===== src/core/remote_ctrl_defs.vh =====
// Timing constants for the simple-mode remote-control sequencer
`ifndef REMOTE_CTRL_DEFS_VH
`define REMOTE_CTRL_DEFS_VH
// System clock rate in kHz; one millisecond tick is derived from it
`define CLK_KHZ 20000
`define MS_TICK_CYCLES (`CLK_KHZ)
// Minimum accepted low width of a command, ms
`define PULSE_MIN_MS 50
// Settle time after link_present rises, ms
`define LINK_SETTLE_MS 1
// Busy must rise within these limits after a command falls, ms
`define BUSY_MAX_AREA_MS 8000
`define BUSY_MAX_PLAIN_MS 50
// Result flags must drop within this after acknowledge falls, ms
`define RESULT_DROP_MAX_MS 50
// Command codes
`define CMD_NONE 3'h0
`define CMD_CONFIRM 3'h1
`define CMD_VERIFY 3'h2
`define CMD_RUN 3'h3
`define CMD_ADVANCE 3'h4
`define CMD_ABORT 3'h5
`define CMD_RESULT_ACK 3'h6
`endif


===== src/core/remote_ctrl_simple.v =====
// Simple-mode remote-control command sequencer of the programmer
//
// Overview of operation
// - Commands count only once link_present has been high for 1 ms.
// - After an area change, busy rises within 8 s of the command falling.
// - Without an area change, busy rises within 50 ms of the command.
// - After acknowledge falls the set result flag drops within 50 ms.
`include "remote_ctrl_defs.vh"
module remote_ctrl_simple #(
  parameter MS_CYCLES = `MS_TICK_CYCLES,
  parameter AREA_BUSY_MS = `BUSY_MAX_AREA_MS,
  parameter PLAIN_BUSY_MS = `BUSY_MAX_PLAIN_MS
) (
  // Clock and reset
  input wire clk_i,
  input wire arst_n_i,
  // Controller command pins, active low
  input wire abort_n_i,
  input wire confirm_n_i,
  input wire advance_n_i,
  input wire verify_command_n_i,
  input wire run_n_i,
  input wire result_ack_n_i,
  // Link from the programmer side
  input wire link_up_i,
  // Programming engine handshake
  input wire job_done_i,
  input wire job_pass_i,
  output reg job_start_o,
  output reg [2:0] job_cmd_o,
  output reg job_abort_o,
  output reg area_step_o,
  // Status to the controller
  output reg link_present_o,
  output reg busy_o,
  output reg success_flag_o,
  output reg failure_flag_o
);
  // One-hot sequencer states
  localparam ST_IDLE = 4'h1;
  localparam ST_WAIT = 4'h2;
  localparam ST_BUSY = 4'h4;
  localparam ST_RESULT = 4'h8;

  ////////////////////////////////////////////////////////////////////////
  // Millisecond tick
  // The divider free-runs from reset, so every delay below is counted in
  // whole ticks and is only exact to one ms; the link settle therefore counts
  // one tick more than its figure, while the pulse width counts only MIN_MS ticks.
  reg [15:0] div;
  wire ms_tick = (div == MS_CYCLES[15:0] - 16'h0001);
  always @(posedge clk_i or negedge arst_n_i) begin
    if (!arst_n_i)
      div <= 16'h0000;
    else if (ms_tick)
      div <= 16'h0000;
    else
      div <= div + 16'h0001;
  end

  ////////////////////////////////////////////////////////////////////////
  // Link presence and settle time before commands are acknowledged
  // A link drop clears readiness at once, so a command held across a
  // reconnection must be given again in full before it counts.
  reg [1:0] settle_ms;
  reg link_ready;
  always @(posedge clk_i or negedge arst_n_i) begin
    if (!arst_n_i) begin
      link_present_o <= 1'b0;
      settle_ms <= 2'h0;
      link_ready <= 1'b0;
    end else begin
      link_present_o <= link_up_i;
      if (!link_present_o) begin
        settle_ms <= 2'h0;
        link_ready <= 1'b0;
      end else if (ms_tick && !link_ready) begin
        // Count two ticks so at least one full ms has elapsed
        settle_ms <= settle_ms + 2'h1;
        if (settle_ms == `LINK_SETTLE_MS)
          link_ready <= 1'b1;
      end
    end
  end

  ////////////////////////////////////////////////////////////////////////
  // Qualified command events, one qualifier per pin
  // Each pin has its own counter, so two pins low together are both seen
  // and the sequencer alone decides which one it obeys. The five-cycle
  // latency is nothing against the ms figures and rides out a bouncing
  // release.
  wire [5:0] pins_n = {result_ack_n_i, abort_n_i, advance_n_i, run_n_i,
                       verify_command_n_i, confirm_n_i};
  wire [5:0] fell;
  genvar g;
  generate
    for (g = 0; g < 6; g = g + 1) begin : g_q
      cmd_qualifier #(.MIN_MS(`PULSE_MIN_MS)) u_q (
        .clk_i(clk_i),
        .arst_n_i(arst_n_i),
        .ms_tick_i(ms_tick),
        .enable_i(link_ready),
        .cmd_n_i(pins_n[g]),
        .fall_o(fell[g])
      );
    end
  endgenerate
  // Confirm, verify and run start a job; the other three pins are
  // handled on their own by the sequencer
  wire job_req = fell[0] | fell[1] | fell[2];

  // Pick the command code of the first job event found
  // Pins are expected one at a time; if two release together, verify
  // beats run, run beats confirm, and the loser is dropped
  function [2:0] job_code;
    input [5:0] f;
    begin
      if (f[1])
        job_code = `CMD_VERIFY;
      else if (f[2])
        job_code = `CMD_RUN;
      else if (f[0])
        job_code = `CMD_CONFIRM;
      else
        job_code = `CMD_NONE;
    end
  endfunction

  ////////////////////////////////////////////////////////////////////////
  // Sequencer
  // IDLE   waits for a qualified command; advance only marks an area change
  // WAIT   holds the chosen job until the next tick raises busy
  // BUSY   runs until the engine reports done or abort is released
  // RESULT shows one flag until result acknowledge is released
  reg [3:0] state;
  reg area_changed;
  reg [13:0] wait_ms;
  // Busy is raised well inside the limit: at most one ms after the
  // command is seen, whichever limit applies, trading no latency cost
  wire [13:0] busy_limit = area_changed ? AREA_BUSY_MS[13:0]
                                        : PLAIN_BUSY_MS[13:0];
  always @(posedge clk_i or negedge arst_n_i) begin
    if (!arst_n_i) begin
      state <= ST_IDLE;
      area_changed <= 1'b0;
      wait_ms <= 14'h0000;
      busy_o <= 1'b0;
      success_flag_o <= 1'b0;
      failure_flag_o <= 1'b0;
      job_start_o <= 1'b0;
      job_cmd_o <= `CMD_NONE;
      job_abort_o <= 1'b0;
      area_step_o <= 1'b0;
    end else begin
      job_start_o <= 1'b0;
      job_abort_o <= 1'b0;
      area_step_o <= 1'b0;
      case (state)
        ST_IDLE: begin
          // Advance beats a job released in the same cycle; that job is lost
          if (fell[3]) begin
            area_changed <= 1'b1;
            area_step_o <= 1'b1;
          end else if (job_req) begin
            job_cmd_o <= job_code(fell);
            wait_ms <= 14'h0000;
            state <= ST_WAIT;
          end
        end
        ST_WAIT: begin
          // Raise busy on the next tick, always below busy_limit
          // Releases while waiting are ignored; only the first job runs
          if (ms_tick || wait_ms >= busy_limit) begin
            busy_o <= 1'b1;
            job_start_o <= 1'b1;
            area_changed <= 1'b0;
            state <= ST_BUSY;
          end
        end
        ST_BUSY: begin
          // Abort goes first so a done in the same cycle cannot report a pass
          // Flags are set only here and cleared only in RESULT or the default
          // branch, so a set and a clear can never fall in one cycle.
          if (fell[4]) begin
            job_abort_o <= 1'b1;
            busy_o <= 1'b0;
            failure_flag_o <= 1'b1;
            state <= ST_RESULT;
          end else if (job_done_i) begin
            busy_o <= 1'b0;
            success_flag_o <= job_pass_i;
            failure_flag_o <= !job_pass_i;
            state <= ST_RESULT;
          end
        end
        ST_RESULT: begin
          // Acknowledge is trusted to come after the buzzer gap
          // Flags stand however long the controller waits to clear them
          if (fell[5]) begin
            success_flag_o <= 1'b0;
            failure_flag_o <= 1'b0;
            state <= ST_IDLE;
          end
        end
        default: begin
          // An unused state code returns to idle with busy and both result flags low
          state <= ST_IDLE;
          busy_o <= 1'b0;
          success_flag_o <= 1'b0;
          failure_flag_o <= 1'b0;
          area_changed <= 1'b0;
        end
      endcase
    end
  end
endmodule // remote_ctrl_simple


===== src/core/cmd_qualifier.v =====
// Synchroniser and minimum-width qualifier for one active-low command pin
`include "remote_ctrl_defs.vh"
module cmd_qualifier #(
  parameter MIN_MS = `PULSE_MIN_MS
) (
  // Clock and reset
  input wire clk_i,
  input wire arst_n_i,
  // Millisecond tick and gate
  input wire ms_tick_i,
  input wire enable_i,
  // Pin and qualified event
  input wire cmd_n_i,
  output reg fall_o
);
  reg [2:0] sync;
  reg stable_n;
  reg [7:0] low_ms;
  reg long_enough;

  // Three stages; only the agreeing last two decide a change
  always @(posedge clk_i or negedge arst_n_i) begin
    if (!arst_n_i) begin
      sync <= 3'h7;
      stable_n <= 1'b1;
    end else begin
      sync <= {sync[1:0], cmd_n_i};
      if (sync[1] == sync[2])
        stable_n <= sync[2];
    end
  end

  // Count low time in ms; fire on release after a long enough pulse
  always @(posedge clk_i or negedge arst_n_i) begin
    if (!arst_n_i) begin
      low_ms <= 8'h00;
      long_enough <= 1'b0;
      fall_o <= 1'b0;
    end else begin
      fall_o <= 1'b0;
      if (stable_n || !enable_i) begin
        fall_o <= long_enough && enable_i && stable_n;
        low_ms <= 8'h00;
        long_enough <= 1'b0;
      end else if (ms_tick_i && !long_enough) begin
        low_ms <= low_ms + 8'h01;
        if (low_ms + 8'h01 >= MIN_MS[7:0])
          long_enough <= 1'b1;
      end
    end
  end
endmodule // cmd_qualifier


===== config.mk =====
export PLATFORM = sky130hd
export DESIGN_NAME = remote_ctrl_simple
export DESIGN_NICKNAME = d
export VERILOG_FILES = /design/src/core/remote_ctrl_simple.v /design/src/core/cmd_qualifier.v
export VERILOG_INCLUDE_DIRS = /design/src /design/src/core
export SDC_FILE = /design/constraint.sdc
export NUM_CORES = 1
export LEC_CHECK = 0
export BUFFER_PORTS_ARGS = -buffer_cell sky130_fd_sc_hd__buf_2
export CAP_MARGIN = 5
export CORE_ASPECT_RATIO = 0.5
export CORE_MARGIN = 3
export CORE_UTILIZATION = 56
export DETAILED_ROUTE_END_ITERATION = 8
export PLACE_DENSITY = 0.85
export SKIP_CTS_REPAIR_TIMING = 1
export SLEW_MARGIN = 20
export SYNTH_ARGS = -nofsm -noshare
export SYNTH_HDL_FRONTEND = slang
export SYNTH_SLANG_ARGS = --single-unit

===== constraint.sdc =====
create_clock -name clk_i -period 1.9 [get_ports clk_i]
set_input_delay 0.095 -clock clk_i [delete_from_list [all_inputs] [get_ports clk_i]]
set_output_delay 0.095 -clock clk_i [all_outputs]
set_load 0.03 [all_outputs]

==> flow_metrics.tcl <==
set metrics [dict create \
    outcome "completed" \
    critPathKind "register to register" \
    worst_r2r_startpoint "state[1]" \
    cp.required_ns 2.23 \
    rsz0062_at_grt "yes" \
    grt_overflow 0 \
    final_max_slew_viol_count 0 \
    finalWorstPathRequiredPeriod_ns 1.886 \
    io_buffers 19 \
    critPathLaunchType "register" \
    synthDistinctLibCells 57 \
    fin_skew_ns 0.008422 \
    post_layout_nonfiller_instances 768 \
    finalWirelength_um 13830 \
    syn_avg_cell_area_um2 10.40 \
    grt_max_degree 48 \
    asyncSetResetFlopFracSynth_pct 100.0 \
    cts-root-to-sink-buffers 2 \
    placed_area_um2 6325 \
    fin_nets 645 \
    irDropWorstVdd_mv 0.6078 \
    hold_viol_final 0 \
    io-pin-count 21 \
    std_cell_rows 25 \
    insertion_delay_ns 0.42 \
    synthFlopType "sky130_fd_sc_hd__dfrtp_1" \
    die_x_um 152.0 \
    fp.coreArea_um2 9884 \
    tritoncts.num_buffers 17 \
    dp_worst_setup_slack_ns -0.001018 \
    worst_slew_pin_slew_ns 0.6021 \
    number_of_synthesized_flops_with_an_enable_pin 0 \
    max_cap_viols 0 \
    yosys_register_bits 116 \
    critical_path.max_fanout 7 \
    mappedNetlistArea_um2 5971 \
    synth_area_leaders "sky130_fd_sc_hd__dfrtp_1 38%, sky130_fd_sc_hd__dfstp_2 11%, sky130_fd_sc_hd__xnor2_1 6.2%" \
    ff2ff_path_depth 5 \
    die_h_um 79.02 \
    dp_hpwl_um 8066 \
    hold_path.class "input port to register" \
    leakage_nw 2.795 \
    die_area_um2 12010 \
    setup-violations-final 0 \
    drt_pass1_iterations 5 \
    grtUsageTotal_pct 23.73 \
    worst-endpoint-arrival_ns 2.22 \
    postLayoutCellArea_um2 7114 \
    placed_cells_incl_taps 724 \
    worst_hold_path.num_cells 4 \
    routed-via-count 4658 \
    gp_congestion 0.8505 \
    cts.htree.levels 4 \
    post-route-drc-count 0 \
    clock.fmax_mhz 530.2 \
    route.antenna.remaining_nets 0 \
    vias_per_cell 6.065 \
    synth.largest_area_cell "sky130_fd_sc_hd__dfrtp_1" \
    cells_after_synth 574 \
    clock_net_sink_count 116 \
    synthesis.nets 599 \
    fraction_of_layout_instances_using_a_drive_strength_above_1_pct 22.91 \
    timing.hold.worst.start "job_done_i" \
    synth.yosys.seq_area_share_pct 49.14 \
    antenna_cells 0 \
    yosysTopAreaCellShare_pct 38.14 \
    start_util_pct 60.41 \
    p_per_area_nw_per_um2 828.9 \
    antenna_found_initial 0 \
    synthToLayoutAreaGrowth_pct 19.15 \
    regToRegEndpoint "failure_flag_o" \
    power_total_mw 5.897 \
    hold_path_end "failure_flag_o" \
    yosysWarningCount 0 \
    via_count_of_the_first_global_routing_pass 4795 \
    dr.first_iter.drc_count 504 \
    r2r_slack_ns 0.01 \
    path_clk_slew_ns 0.06 \
    endpoint_kind "register" \
    drt-wirelength-per-cell_um 18.01 \
    final_core_util_pct 71.97 \
    tcrit_tclk_final_pct 99.26 \
    cts_root_buffer "sky130_fd_sc_hd__clkbuf_16" \
    grt_first_pass_wirelength_um 23050 \
    tritoncts "done" \
    fin_ws_ns 0.01397 \
    max-slew-margin-rel_pct 59.86 \
]
==> flip-flops by register name, summed over array words and instances, names as in the netlist, 2 cells and up <==
name and cells:
settle_ms 2, g_q.u_q.fall_o 6, div 16, g_q.u_q.sync 18, g_q.u_q.stable_n 6, state 4
g_q.u_q.long_enough 6, job_cmd_o 2, g_q.u_q.low_ms 48
==> logic make-up after synthesis <==
| group | synth area share (%) |
|---|---|
| AOI/OAI and AO/OA | 9.284 |
| xor gates and xnor gates | 8.655 |
| adders and majority gates | 3.940 |
| buffers and inverters | 3.290 |
| DFF | 49.14 |
| muxes | 0.1677 |
| other | 0.06281 |
| and+or+nand+nor | 25.46 |
==> through the flow <==
step	hold slack [ns]	TNS, ns
6_report	0.1040	0
5_1_grt	0.09265	-0.6943
4_1_cts	-0.3398	-0.07169
3_5_place_dp	0.1040	-0.001018
3_3_place_gp	0.1007	0
2_1_floorplan	-0.2006	0
==> power breakdown <==
part | switching (mW) | total [mW] | leakage [nW] | internal, mW
Sequential | 0.0325 | 2.58 | 1.52 | 2.54
Combinational | 0.0869 | 0.142 | 0.994 | 0.0550
Clock | 1.12 | 3.18 | 0.285 | 2.06
==> worst max-delay path, stage by stage (launching register included) <==
cell	delay, ns
sky130_fd_sc_hd__dfrtp_1	0.44
sky130_fd_sc_hd__or3b_2	0.49
sky130_fd_sc_hd__a21o_1	0.20
sky130_fd_sc_hd__a21oi_1	0.32
sky130_fd_sc_hd__o22ai_1	0.15
sky130_fd_sc_hd__a21oi_1	0.21
==> worst max-delay path by stage <==
stage	start	to	cells past startpoint
2_1_floorplan	div[0]	g_q[2].u_q.low_ms[7]	8
3_3_place_gp	div[12]	g_q[4].u_q.low_ms[3]	6
3_5_place_dp	div[12]	g_q[2].u_q.low_ms[3]	6
4_1_cts	div[12]	g_q[4].u_q.low_ms[3]	6
5_1_grt	div[15]	g_q[2].u_q.low_ms[1]	6
6_report	state[1]	failure_flag_o	5
==> cells in the mapped netlist (all sizes together) (2+ instances only) <==
cell     count
a2111oi      2
a211oi      11
a21o         2
a21oi       23
a311o        2
a31o         3
a31oi        5
a41oi        7
and2         5
and3         9
and4        12
and4b        2
buf         16
clkbuf      15
dfrtp       91
dfstp       25
ha          14
inv         15
maj3         6
nand2       34
nand2b      12
nand3       16
nand4       11
nand4b       6
nor2        68
nor2b        4
nor3        17
nor4        15
nor4b       10
o21ai       21
o311ai       2
or3         17
or3b         2
or4b         2
xnor2       42
xor2        17
==> routing by layer <==
metal  vias up  global-route usage, %  share of wire (%)
li1       2137                      -                  -
met1      2305                  29.49                 43
met2       173                  39.03                 49
met3        43                  6.369                5.3
met4         0                  11.66                2.7
met5         -                      0                  0
==> cell type report <==
class,instances,area [um2]
sequential,116,2935
multi-input combinational,412,2925
fill,628,2770
clock buffer,23,488.0
timing repair buffer,58,437.9
tap,135,168.9
clock inverter,9,102.6
inverter,15,56.30
==> cell usage in the layout, fill, tap and decap left out, drive strengths merged, types with 21 or more instances in the layout <==
cell type / synthesis / layout
buf: 16 / 49
a21oi: 23 / 23
clkbuf: 15 / 23
nor2: 68 / 68
xnor2: 42 / 42
dfrtp: 91 / 91
dfstp: 25 / 25
o21ai: 21 / 21
nand2: 34 / 34
Note: power is estimated with default switching activity, not from simulation.
